===== src/dbg_consts.vh =====
// Purpose: constants for the single-wire debug handshake block
// Assumes: one clock, debug serial clock derived by an enable divider
// Notes:   timing values below are counts of debug serial clock cycles
// Behaviour
// - Acknowledge pulse after handshake-enable command completes
// - Halt command acknowledges on entry to background
// - Resume command acknowledges on leaving background
// - Run-to-halt acknowledges at next background entry
// - Single step: one instruction, re-halt, acknowledge
// - Speed-probe request cancels any pending acknowledge
// - Probe request drops partial command and bit
// - Wait pin high, then 16 cycles
// - Response drives pin low 128 cycles
// - One-cycle high speedup, then release pin
// - Debug resources hidden outside debug access cycles while monitor inactive
// - Active monitor maps resources at 0xFF00-0xFFFF
// - Also at 0xBF00-0xBFFF when page is 0xFF
// - Sharing modules hidden while monitor active; code hides them only while debug_sel is high
// - Special single-chip: monitor controls CPU, no bus
`ifndef DBG_CONSTS_VH
`define DBG_CONSTS_VH
`define PROBE_REQ_CYCLES   8'h80
`define PROBE_GAP_CYCLES   8'h10
`define PROBE_RESP_CYCLES  8'h80
`define ACK_LOW_CYCLES     8'h10
`define DBG_PAGE_BASE      8'hff
`define DBG_WIN_HIGH       8'hff
`define DBG_WIN_PAGED      8'hbf
`define GLOBAL_DBG_PREFIX  15'h7fff
`define CMD_HANDSHAKE_EN   3'h1
`define CMD_HALT           3'h2
`define CMD_RESUME         3'h3
`define CMD_RUN_TO_HALT    3'h4
`define CMD_SINGLE_STEP    3'h5
`endif


===== src/dbg_addr_map.v =====
// Purpose: debug resource visibility decode
// Assumes: local 16-bit and global 23-bit addresses from the same cycle
// Notes:   purely combinational; registered by the consumer
`timescale 1ns/1ps
`include "dbg_consts.vh"
module dbg_addr_map (
    input  wire        monitor_active,
    input  wire        debug_space_read_cmd,
    input  wire        debug_space_write_cmd,
    input  wire [15:0] local_addr,
    input  wire [22:0] global_addr,
    input  wire [7:0]  program_page_reg,
    output wire        debug_sel,
    output wire        shared_hide
);
    wire hit_high;
    wire hit_paged;
    wire hit_global;
    wire dbg_cycle;

    // Window decode by upper local address byte, global window by global_addr[22:8]
    assign hit_high   = (local_addr[15:8] == `DBG_WIN_HIGH);
    assign hit_paged  = (local_addr[15:8] == `DBG_WIN_PAGED)
                        && (program_page_reg == `DBG_PAGE_BASE);
    assign hit_global = (global_addr[22:8] == `GLOBAL_DBG_PREFIX);
    assign dbg_cycle  = debug_space_read_cmd | debug_space_write_cmd;

    // Outside the monitor, only explicit debug-space cycles select resources
    assign debug_sel = monitor_active ? (hit_high | hit_paged | hit_global)
                                      : dbg_cycle & (hit_high | hit_global);
    // Colliding modules lose their select whenever debug_sel is high
    assign shared_hide = debug_sel;
endmodule


===== src/dbg_handshake.v =====
// Purpose: single-wire debug pin acknowledge and speed-probe logic
// Assumes: pin input is asynchronous; CPU status inputs share clk
// Notes:   serial clock is clk divided by a parameter
`timescale 1ns/1ps
`include "dbg_consts.vh"
module dbg_handshake #(
    parameter DIV = 8
) (
    input  wire        clk,
    input  wire        reset,
    input  wire        pin_in,
    output reg         pin_out,
    output reg         pin_oe,
    input  wire        cmd_valid,
    input  wire [2:0]  cmd_code,
    input  wire        cpu_in_background,
    input  wire        instr_retired,
    input  wire        special_single_chip,
    input  wire        debug_space_read_cmd,
    input  wire        debug_space_write_cmd,
    input  wire [15:0] local_addr,
    input  wire [22:0] global_addr,
    input  wire [7:0]  program_page_reg,
    output reg         cpu_run_req,
    output reg         cpu_step_req,
    output wire        monitor_active,
    output wire        debug_sel,
    output wire        shared_hide,
    output reg         rx_abort,
    output reg         handshake_on,
    output reg         no_external_bus
);
    localparam S_IDLE = 7'h01;
    localparam S_WHI  = 7'h02;
    localparam S_GAP  = 7'h04;
    localparam S_LOW  = 7'h08;
    localparam S_SPD  = 7'h10;
    localparam S_ALOW = 7'h20;
    localparam S_ASPD = 7'h40;
    localparam W_NONE = 3'h0;
    localparam W_ENTR = 3'h1;
    localparam W_EXIT = 3'h2;

    reg  [6:0]  state;
    reg  [6:0]  next_state;
    reg  [7:0]  cnt;
    reg  [7:0]  low_cnt;
    reg  [15:0] div_cnt;
    reg         pin_s1;
    reg         pin_s2;
    reg         bg_q;
    reg  [2:0]  wait_ev;
    reg         ack_pend;
    wire        tick;
    wire        bg_enter;
    wire        bg_exit;
    wire        probe_seen;

    // Serial clock enable from a divider; keeps one clock domain
    assign tick = (div_cnt == (DIV - 1));
    always @(posedge clk) begin
        if (reset || tick)
            div_cnt <= 16'h0000;
        else
            div_cnt <= div_cnt + 16'h0001;
    end

    // Two-stage synchroniser; only pin_s2 is looked at
    always @(posedge clk) begin
        if (reset) begin
            pin_s1 <= 1'b1;
            pin_s2 <= 1'b1;
        end else begin
            pin_s1 <= pin_in;
            pin_s2 <= pin_s1;
        end
    end

    // Measure host low time in serial cycles, saturating
    // Cleared while we drive, else our own response would look like a new request
    always @(posedge clk) begin
        if (reset || pin_s2 || pin_oe)
            low_cnt <= 8'h00;
        else if (tick && low_cnt != 8'hff)
            low_cnt <= low_cnt + 8'h01;
    end
    // Our own drive also pulls low, so only count while released
    assign probe_seen = !pin_oe && low_cnt >= `PROBE_REQ_CYCLES;

    assign bg_enter = cpu_in_background & ~bg_q;
    assign bg_exit  = ~cpu_in_background & bg_q;
    assign monitor_active = cpu_in_background | special_single_chip;

    // Command bookkeeping and CPU control
    always @(posedge clk) begin
        if (reset) begin
            bg_q <= 1'b0;
            wait_ev <= W_NONE;
            ack_pend <= 1'b0;
            handshake_on <= 1'b0;
            cpu_run_req <= 1'b0;
            cpu_step_req <= 1'b0;
            rx_abort <= 1'b0;
            no_external_bus <= 1'b0;
        end else begin
            bg_q <= cpu_in_background;
            rx_abort <= 1'b0;
            cpu_step_req <= 1'b0;
            no_external_bus <= special_single_chip;
            if (state == S_ALOW)
                ack_pend <= 1'b0;
            if (probe_seen && state == S_IDLE) begin
                wait_ev <= W_NONE;
                ack_pend <= 1'b0;
                rx_abort <= 1'b1;
            end else if (cmd_valid) begin
                case (cmd_code)
                    `CMD_HANDSHAKE_EN: begin
                        handshake_on <= 1'b1;
                        ack_pend <= 1'b1;
                    end
                    `CMD_HALT: begin
                        cpu_run_req <= 1'b0;
                        wait_ev <= W_ENTR;
                    end
                    `CMD_RESUME: begin
                        cpu_run_req <= 1'b1;
                        wait_ev <= W_EXIT;
                    end
                    `CMD_RUN_TO_HALT: begin
                        cpu_run_req <= 1'b1;
                        wait_ev <= W_ENTR;
                    end
                    `CMD_SINGLE_STEP: begin
                        cpu_step_req <= 1'b1;
                        wait_ev <= W_ENTR;
                    end
                    default: wait_ev <= wait_ev;
                endcase
            end else begin
                // Retired instruction while stepping with cpu_run_req low: cpu_run_req stays low
                if (instr_retired && wait_ev == W_ENTR && !cpu_run_req)
                    cpu_run_req <= 1'b0;
                if ((wait_ev == W_ENTR && bg_enter) || (wait_ev == W_EXIT && bg_exit)) begin
                    wait_ev <= W_NONE;
                    if (handshake_on)
                        ack_pend <= 1'b1;
                end
                if (bg_enter)
                    cpu_run_req <= 1'b0;
            end
        end
    end

    // Pin sequencer: probe response and acknowledge pulses
    always @* begin
        next_state = state;
        case (state)
            S_IDLE: begin
                if (probe_seen)
                    next_state = S_WHI;
                else if (ack_pend && tick && pin_s2)
                    next_state = S_ALOW;
            end
            S_WHI:  if (pin_s2) next_state = S_GAP;
            S_GAP:  if (tick && cnt == `PROBE_GAP_CYCLES - 8'h01) next_state = S_LOW;
            S_LOW:  if (tick && cnt == `PROBE_RESP_CYCLES - 8'h01) next_state = S_SPD;
            S_SPD:  if (tick) next_state = S_IDLE;
            S_ALOW: if (tick && cnt == `ACK_LOW_CYCLES - 8'h01) next_state = S_ASPD;
            S_ASPD: if (tick) next_state = S_IDLE;
            default: next_state = S_IDLE;
        endcase
    end

    always @(posedge clk) begin
        if (reset) begin
            state <= S_IDLE;
            cnt <= 8'h00;
        end else begin
            state <= next_state;
            if (next_state != state)
                cnt <= 8'h00;
            else if (tick)
                cnt <= cnt + 8'h01;
        end
    end

    // Registered open-drain drive
    always @(posedge clk) begin
        if (reset) begin
            pin_out <= 1'b1;
            pin_oe <= 1'b0;
        end else begin
            case (next_state)
                S_LOW, S_ALOW: begin
                    pin_out <= 1'b0;
                    pin_oe <= 1'b1;
                end
                S_SPD, S_ASPD: begin
                    pin_out <= 1'b1;
                    pin_oe <= 1'b1;
                end
                default: begin
                    pin_out <= 1'b1;
                    pin_oe <= 1'b0;
                end
            endcase
        end
    end

    dbg_addr_map u_map (
        .monitor_active        (monitor_active),
        .debug_space_read_cmd  (debug_space_read_cmd),
        .debug_space_write_cmd (debug_space_write_cmd),
        .local_addr            (local_addr),
        .global_addr           (global_addr),
        .program_page_reg      (program_page_reg),
        .debug_sel             (debug_sel),
        .shared_hide           (shared_hide)
    );
endmodule


===== config.mk =====
export PLATFORM = sky130hd
export DESIGN_NAME = dbg_handshake
export DESIGN_NICKNAME = d
export VERILOG_FILES = /design/src/dbg_addr_map.v /design/src/dbg_handshake.v
export VERILOG_INCLUDE_DIRS = /design/src
export SDC_FILE = /design/constraint.sdc
export NUM_CORES = 1
export LEC_CHECK = 0
export BUFFER_PORTS_ARGS = -buffer_cell sky130_fd_sc_hd__buf_2
export CORE_AREA = 2 2 69 121
export DETAILED_ROUTE_END_ITERATION = 16
export DIE_AREA = 0 0 71 123
export GPL_ROUTABILITY_DRIVEN = 0
export PLACE_DENSITY = 0.57
export SYNTH_ARGS = -nofsm -noshare
export SYNTH_HDL_FRONTEND = slang
export SYNTH_SLANG_ARGS = --single-unit

===== constraint.sdc =====
create_clock -name clk -period 2.6 [get_ports clk]
set_input_delay 0.26 -clock clk [delete_from_list [all_inputs] [get_ports clk]]
set_output_delay 0.26 -clock clk [all_outputs]
set_load 0.05 [all_outputs]

Word-level counts from Yosys, hierarchy flattened
Cells that the tools add are included.
{ "totals": {"register_bits": 53, "in_bits": 59, "out_inout_bits": 10, "wordCells": 117} }
{ "op_classes": {"addsub": 3, "magnitude_cmp": 1, "n_eq_ne": 29, "mux": 25, "n_bitwise": 12, "n_reduce_logical": 31} }
{ "ops": {"columns": ["operator", "count"], "rows": [
  ["$mux W7", 7],
  ["$pmux W7 S6", 1],
  ["$eq A8 B8 Y1 const B", 3],
  ["$add A16 B1 Y16 const B", 1],
  ["$add A8 B1 Y8 const B", 2],
  ["$eq A16 B3 Y1 const B", 1],
  ["$eq A15 B15 Y1 const B", 1],
  ["$eq A7 B4 Y1 const B", 2],
  ["$eq A7 B5 Y1 const B", 2],
  ["$eq A7 B6 Y1 const B", 2],
  ["$eq A7 B7 Y1 const B", 2],
  ["$mux W1", 13],
  ["$logic_and A1 B1 Y1", 12],
  ["$reduce_or A2 Y1", 5],
  ["$eq A3 B2 Y1 const B", 3],
  ["$eq A8 B4 Y1 const B", 1],
  ["$eq A8 B7 Y1 const B", 1],
  ["$ge A8 B8 Y1 const B", 1],
  ["$ne A8 B8 Y1 const B", 1],
  ["$eq A7 B1 Y1 const B", 1],
  ["$eq A7 B2 Y1 const B", 1],
  ["$eq A7 B3 Y1 const B", 1],
  ["$ne A7 B7 Y1", 1],
  ["$eq A3 B1 Y1 const B", 2],
  ["16 further kinds", 34]
]} }

Logic depth before layout (Yosys ltp)
Gate-level depths: netlist of run 1.
{ "depth": {"depth_word": 9, "depth_mapped": 8, "mapped_depth_nobuf": 6} }

Modules after synthesis
A second synthesis of run 1 with hierarchy kept.
{ "hier_totals": {"hier_cells": 328, "area_unflattened_um2": 2717.6} }
{ "by_module_without_submodules": {"columns": ["mod", "n_inst", "cells_per_inst", "area_per_inst_um2", "seq_area_each_um2"], "rows": [
  ["dbg_handshake", 1, 312, 2616.3, 1041.0],
  ["dbg_addr_map", 1, 16, 101.3, 0.0]
]} }

Worst setup path after synthesis of run 1
OpenSTA, ideal clock, no wires.
{ "synth_timing": {"kind": "register to register", "start": "register state[6]", "end": "register cnt[0]", "setup_time_ns": 0.147, "arrival_time_ns": 1.968, "required_time_ns": 2.453, "path_slack_ns": 0.485, "stages_incl_launch_ff": 7, "n_path_buf": 1, "period_less_slack_ns": 2.115, "path_cell_list": "dfxtp_1 or4_4 or4_4 buf_6 a2bb2oi_1 o22ai_4 nor4_1"} }
{ "synth_between": {"elab_chain_len": 5, "word_cells_on_any_way": 18, "classes_between": "8 x eq/ne; 8 x mux; 2 x reduce/logical"} }
{ "synth_rtl": {"columns": ["element", "line_no", "source"], "rows": [
  ["start, declared", "dbg_handshake.v:44", "reg [6:0] state;"],
  ["start signal, assigned", "dbg_handshake.v:180", "state <= next_state;"],
  ["$eq A7 B7 Y1 (tied with other cells)", "dbg_handshake.v:158", "case (state)"],
  ["$reduce_or A2 Y1 (no line) / $mux W7 (equally long branches)", null, null],
  ["$pmux W7 S6", "dbg_handshake.v:158", null],
  ["$ne A7 B7 Y1 *", "dbg_handshake.v:181", "if (next_state != state)"],
  ["$reduce_or A2 Y1 (no line) *", null, null],
  ["end signal, assigned", "dbg_handshake.v:184", "cnt <= cnt + 8'h01;"],
  ["end, declared", "dbg_handshake.v:46", "reg [7:0] cnt;"]
]} }
Mark *: on every way between the ends. The rest lies on a longest branch, timed or not.
A chain may end at the register's enable or synchronous reset.

Worst setup path in the final report of run 1
{ "layout_timing": {"start": "register div_cnt[0]", "end": "register pin_out"} }
{ "layout_between": {"elab_chain_len": 9, "word_cells_on_any_way": 16, "classes_between": "3 x eq/ne; 8 x mux; 5 x reduce/logical"} }
{ "layout_rtl": {"columns": ["element", "line_no", "source"], "rows": [
  ["start, declared", "dbg_handshake.v:48", "reg [15:0] div_cnt;"],
  ["start signal, assigned", "dbg_handshake.v:65", "div_cnt <= div_cnt + 16'h0001;"],
  ["$eq A16 B3 Y1 *", "dbg_handshake.v:60", "assign tick = (div_cnt == (DIV - 1));"],
  ["$logic_and A1 B1 Y1 (2 in series)", "dbg_handshake.v:162", "else if (ack_pend && tick && pin_s2)"],
  ["$mux W7", "dbg_handshake.v:162", null],
  ["$mux W7", "dbg_handshake.v:160", "if (probe_seen)"],
  ["$pmux W7 S6 *", "dbg_handshake.v:158", null],
  ["$eq A7 B4 Y1 / $eq A7 B6 Y1 (equally long branches)", "dbg_handshake.v:194", "case (next_state)"],
  ["$reduce_or A2 Y1 *", "dbg_handshake.v:194", null],
  ["$mux W1 *", "dbg_handshake.v:194", null],
  ["end signal, assigned", "dbg_handshake.v:191", "pin_out <= 1'b1;"],
  ["end signal, assigned", "dbg_handshake.v:196", "pin_out <= 1'b0;"],
  ["end signal, assigned", "dbg_handshake.v:200", "pin_out <= 1'b1;"],
  ["end, declared", "dbg_handshake.v:12", "output reg pin_out,"]
]} }
Marked as above.

==> flow_metrics.env, run 1 <==
export IMPL_rrSetupSlack_ns=0.35
export IMPL_ys_types=48
export IMPL_fmax_mhz=445
export IMPL_holdWs_ns=0.157
export IMPL_power_per_cell_area_nw_per_um2=524
export IMPL_synth_warnings=0
export IMPL_cp_slowest_cell="nor4b_1"
export IMPL_die_area_um2=8730
export IMPL_grt_max_degree=21
export IMPL_avgSynthCellArea_um2=8.34
export IMPL_hold_viol_final=0
export IMPL_insertion_delay_ns=0.30
export IMPL_path_cells="ha_1, nor4b_1, nand4_1, buf_4, o21bai_1, nand4_1, a21o_1"
export IMPL_cts_sinks=52
export IMPL_antenna_found_initial=0
export IMPL_design_core_area_um2=7800
export IMPL_grt_use_total_pct=15.1
export IMPL_period_share_pct=86.5
export IMPL_cp_data_arrival_time_ns=2.44
export IMPL_peakVddDrop_mv=0.473
export IMPL_hpwl_um=4780
export IMPL_synth_seq_area_share_pct=39.1
export IMPL_drt_wl_total_um=6300
export IMPL_cts_tree="yes"
export IMPL_die_w_um=71
export IMPL_ant_nets=0
export IMPL_clockRootBuffer="clkbuf_16"
export IMPL_slew_violations=0
export IMPL_drive_above_1_share_pct=20.2
export IMPL_initial_core_util_pct=34.1
export IMPL_timing_worst_slew_pin_value_ns=0.726
export IMPL_path_clk_slew_ns=0.07
export IMPL_power_total_mw=1.66
export IMPL_h_tree_depth=2
export IMPL_drv_cap=0
export IMPL_grt_pass1_vias=2374
export IMPL_via_count=2505
export IMPL_ios=69
export IMPL_final_cells=461
export IMPL_dr_pass1_iters=4
export IMPL_via_per_inst=5.43
export IMPL_crit_path_max_fanout=20
export IMPL_synth_nets=382
export IMPL_nets=433
export IMPL_critPathLaunchType="flop"
export IMPL_synthFlopType="dfxtp_1"
export IMPL_drt_iter0_markers=65
export IMPL_gr_total_overflow=0
export IMPL_path_buf_inv=1
export IMPL_slew_headroom_pct=51.1
export IMPL_dp_cells=453
export IMPL_cp_required_ns=2.79
export IMPL_cts_repair_resized=0
export IMPL_clock_tree_buffer_depth=2
export IMPL_leakage_nw=1.17
export IMPL_fin_skew_ns=0.00663
export IMPL_postCtsSetupBuffers=0
export IMPL_drc=0
export IMPL_cpMostUsedCell="nand4_1"
export IMPL_numCtsBuffers=5
export IMPL_synth_cells=319
export IMPL_critPathKind="flop to flop"
export IMPL_netlist_area_um2=2660
export IMPL_layout_area_overhead_vs_synth_pct=19.2
export IMPL_layout_min_cycle_time_ns=2.25
export IMPL_hold_buffers=0
export IMPL_end_kind="flop"
export IMPL_rsz0062_at_grt="no"
export IMPL_cpLargestDelayFamily="simple AND/OR/NAND/NOR gates"
export IMPL_setup_viol=0
export IMPL_ys_async_sr_fraction_pct=0
export IMPL_antennaDiodeCount=0
export IMPL_io_buffers=51
export IMPL_die_y_um=123
export IMPL_cp_slowest_stage_delay_ns=0.39
export IMPL_rows=43
export IMPL_hold_class="primary input to flop"
export IMPL_synth_edf_count=0
export IMPL_setup_tns_ns=0
export IMPL_ys_seq_elements=52
export IMPL_grt_pass1_wl_um=10400
export IMPL_status="finished clean"
export IMPL_wire_per_inst_um=13.7
## cells in the final DEF (no fill, tap or decap), types with 4 or more instances in the layout
master,netlist,routed
o21ai_0,10,10
nor2_1,42,42
and4_1,5,5
nand3_1,19,19
nand2b_1,5,5
dfxtp_1,52,52
buf_2,2,51
clkbuf_16,0,5
or3_1,4,4
or2_2,5,5
ha_1,4,4
nand4_1,12,12
xnor2_1,17,17
and3_1,6,6
nor4b_1,4,4
xor2_1,14,14
buf_4,1,5
inv_1,8,8
nor4_1,16,16
nand2_1,23,23
a21oi_1,17,17
nor3_1,7,7
nor2b_1,4,4
a31oi_1,5,5
## path summary, 6_finish.rpt
kind,from,endpoint,depth (start not counted)
worst max-delay path,div_cnt[0]$_SDFF_PP0_,pin_out$_SDFF_PP1_,7
worst min-delay path,pin_in,pin_s1$_SDFF_PP1_,2
worst max register to register,div_cnt[0]$_SDFF_PP0_,pin_out$_SDFF_PP1_,7
worst min register to register,pin_s1$_SDFF_PP1_,pin_s2$_SDFF_PP1_,1
## final cells by class
type                    instances  area (um2)
fillers                       798        4630
inverters                       8        30.0
repair buffers                 56         293
well taps                      90         113
flip-flops and latches         52        1040
multi-input cells             247        1530
clock buffers                   6         129
clock inverters                 2        35.0
## Yosys cell counts (2+ instances only)
| master | n | area, um2 |
|---|---|---|
| nor2b_1 | 4 | 25.0 |
| nand3_1 | 19 | 95.1 |
| nor4b_1 | 4 | 35.0 |
| or4_4 | 2 | 22.5 |
| o32a_1 | 3 | 30.0 |
| ha_1 | 4 | 50.1 |
| and4_1 | 5 | 43.8 |
| inv_1 | 8 | 30.0 |
| nand2_1 | 23 | 86.3 |
| nor2_1 | 42 | 158 |
| or2_2 | 5 | 31.3 |
| xnor2_1 | 17 | 149 |
| nor3_1 | 7 | 35.0 |
| clkbuf_1 | 7 | 26.3 |
| and3_1 | 6 | 37.5 |
| buf_2 | 2 | 10.0 |
| nor3b_1 | 2 | 15.0 |
| a21oi_1 | 17 | 85.1 |
| o21ai_0 | 10 | 50.1 |
| nor4_1 | 16 | 100 |
| or3_1 | 4 | 25.0 |
| dfxtp_1 | 52 | 1040 |
| xor2_1 | 14 | 123 |
| nand4_1 | 12 | 75.1 |
| nand2b_1 | 5 | 31.3 |
| a31oi_1 | 5 | 31.3 |
| nand4b_1 | 3 | 26.3 |
## state kept, by name, indices dropped and copies added, names as in the netlist, 2 cells and up
name and flops:
div_cnt 16, wait_ev 2, low_cnt 8, state 7
cnt 8
## report_power, final
part	switching, mW	internal, mW	leakage [nW]
clock network	0.292	0.453	0.0808
registers	0.00890	0.807	0.421
logic	0.0565	0.0452	0.669
## metrics by stage
stage	utilization, %	worst slack, ns	area (um2)
finish	40.7	0.352	3170
detailed placement	38.6	0.388	3010
global placement	38.6	0.368	3010
global route	40.7	0.131	3170
floorplan	-	0.485	2660
CTS	40.7	0.374	3170
## routing by layer
layer	routed length [um]	vias up	track usage, %	part of all wire, %
li1	-	1256	-	-
met1	2400	1152	14.2	38
met2	3310	79	28.6	52
met3	346	18	3.42	5.5
met4	243	0	9.32	3.9
met5	0	-	0	0
## cell families (layout without fill, tap and decap cells)
logic type	count (synthesis)	count (layout)	synth area share, %
fa+ha+maj	4	4	1.88
xor+xnor	31	31	10.2
flops	52	52	39.1
buf+inv	20	72	3.34
compound gates	51	51	13.2
simple gates	161	161	32.3
Power figures use the tool's default switching activity.
==> run 2, diff against run 1 <==
Settings changed: CELL_PAD_IN_SITES_DETAIL_PLACEMENT from default to 0, CELL_PAD_IN_SITES_GLOBAL_PLACEMENT from default to 1, PLACE_DENSITY 0.57 to 0.73, SKIP_LAST_GASP from default to 1.
==> run 2 against run 1 <==
Compared with the run above:
- routed wire length shrank 1.8%
- count of clock-buffer cells in the layout is the same
- clock skew shrank 0.0041 ns
- fmax shrank 0.26%
- combinational power is essentially flat
- critical path depth is the same
- first-iteration DRC count grew 48%
- clock power shrank 11%
- power shrank 5.0%
- sequential share of layout area shrank 0.052 points
- utilization grew 0.064 points
- critical endpoint unchanged
- highest routed layer unchanged
==> flow_metrics.env, run 2 (synthesized netlist as in run 1, its figures left out) <==
export IMPL_status="finished clean"
export IMPL_cts_sinks=52
export IMPL_leakage_nw=1.17
export IMPL_end_kind="flop"
export IMPL_final_common_cell="dfxtp_1"
export IMPL_grt_max_degree=19
export IMPL_cp_slowest_cell="nor4b_1"
export IMPL_peakVddDrop_mv=0.387
export IMPL_antenna_found_initial=0
export IMPL_hpwl_um=4760
export IMPL_path_cells="ha_1, nor4b_1, nand4_1, buf_4, o21bai_1, nand4_1, a21o_1"
export IMPL_cp_data_arrival_time_ns=2.44
export IMPL_crit_path_max_fanout=11
export IMPL_die_y_um=123
export IMPL_reg_largest_list="div_cnt (16), cnt (8), low_cnt (8)"
export IMPL_nets=435
export IMPL_critPathLaunchType="flop"
export IMPL_postCtsSetupBuffers=0
export IMPL_via_count=2461
export IMPL_grt_use_total_pct=14.9
export IMPL_die_w_um=71
export IMPL_final_cell_mix="dfxtp_1, buf_2, nor2_1, nand2_1, nand3_1"
export IMPL_wire_per_inst_um=13.4
export IMPL_insertion_delay_ns=0.29
export IMPL_setup_viol=0
export IMPL_gr_total_overflow=0
export IMPL_slew_headroom_pct=68.1
export IMPL_h_tree_depth=2
export IMPL_cp_required_ns=2.79
export IMPL_io_buffers=51
export IMPL_grt_pass1_wl_um=10300
export IMPL_layout_min_cycle_time_ns=2.25
export IMPL_fin_skew_ns=0.00253
export IMPL_regMostFlops="div_cnt"
export IMPL_design_core_area_um2=7800
export IMPL_path_clk_slew_ns=0.06
export IMPL_power_total_mw=1.58
export IMPL_cts_repair_resized=0
export IMPL_antennaDiodeCount=0
export IMPL_cts_tree="yes"
export IMPL_fmax_mhz=444
export IMPL_hold_class="primary input to flop"
export IMPL_largest_reg_flops=16
export IMPL_clock_tree_buffer_depth=2
export IMPL_setup_tns_ns=0
export IMPL_timing_worst_slew_pin_value_ns=0.477
export IMPL_power_per_cell_area_nw_per_um2=497
export IMPL_drive_above_1_share_pct=20.9
export IMPL_ant_nets=0
export IMPL_drt_wl_total_um=6190
export IMPL_numCtsBuffers=5
export IMPL_hold_buffers=0
export IMPL_layout_area_overhead_vs_synth_pct=19.4
export IMPL_ios=69
export IMPL_period_share_pct=86.7
export IMPL_rows=43
export IMPL_slew_violations=0
export IMPL_initial_core_util_pct=34.1
export IMPL_grt_pass1_vias=2261
export IMPL_critPathKind="flop to flop"
export IMPL_drt_iter0_markers=96
export IMPL_drv_cap=0
export IMPL_cpMostUsedCell="nand4_1"
export IMPL_die_area_um2=8730
export IMPL_rsz0062_at_grt="no"
export IMPL_drc=0
export IMPL_via_per_inst=5.32
export IMPL_clockRootBuffer="clkbuf_16"
export IMPL_cp_slowest_stage_delay_ns=0.38
export IMPL_dr_pass1_iters=4
export IMPL_hold_viol_final=0
==> run 2: cell type report <==
cell class | count | area [um2]
clock buffers | 6 | 139
clock inverters | 2 | 15.0
fillers | 819 | 4620
inverters | 8 | 30.0
multi-input cells | 247 | 1530
flip-flops and latches | 52 | 1040
well taps | 90 | 113
repair buffers | 58 | 308
==> run 2: routing by layer <==
| metal | share of wire [%] | up-vias | wire length [um] | GRT usage [%] |
|---|---|---|---|---|
| li1 | - | 1263 | - | - |
| met1 | 38 | 1119 | 2320 | 14.9 |
| met2 | 54 | 65 | 3330 | 28.2 |
| met3 | 5.3 | 14 | 327 | 3.18 |
| met4 | 3.4 | 0 | 208 | 7.67 |
| met5 | 0 | - | 0 | 0 |
==> run 2: worst paths after layout <==
path              depth (start not counted)  slack [ns]                  to             startpoint
setup / recovery                          7        0.35  pin_out$_SDFF_PP1_  div_cnt[0]$_SDFF_PP0_
hold / removal                            2        0.16   pin_s1$_SDFF_PP1_                 pin_in
setup reg to reg                          7        0.35  pin_out$_SDFF_PP1_  div_cnt[0]$_SDFF_PP0_
hold reg to reg                           1        0.41   pin_s2$_SDFF_PP1_      pin_s1$_SDFF_PP1_
==> run 2: worst max-delay path: cells and delay by family (launching register included) <==
family                   cells  cell delay [ns]
AO/OA/AOI/OAI                2             0.45
adder cells (fa/ha/maj)      1             0.22
flip-flops                   1             0.37
AND/OR/NAND/NOR              3             0.85
buffers and inverters        1             0.26
==> run 2: power breakdown <==
part | switching [mW] | total [mW] | internal (mW)
Clock | 0.280 | 0.662 | 0.382
Combinational | 0.0560 | 0.101 | 0.0452
Sequential | 0.00906 | 0.817 | 0.808
==> run 2: through the flow <==
step	std cells	setup slack, ns	instance area, um2	util [%]	hold slack [ns]
after floorplan	319	0.485	2660	-	0.332
after global placement	455	0.280	3020	38.7	0.396
after detailed placement	455	0.311	3020	38.7	0.397
after CTS	463	0.282	3180	40.7	0.144
after global routing	463	0.0874	3180	40.7	0.170
final	463	0.346	3180	40.7	0.157
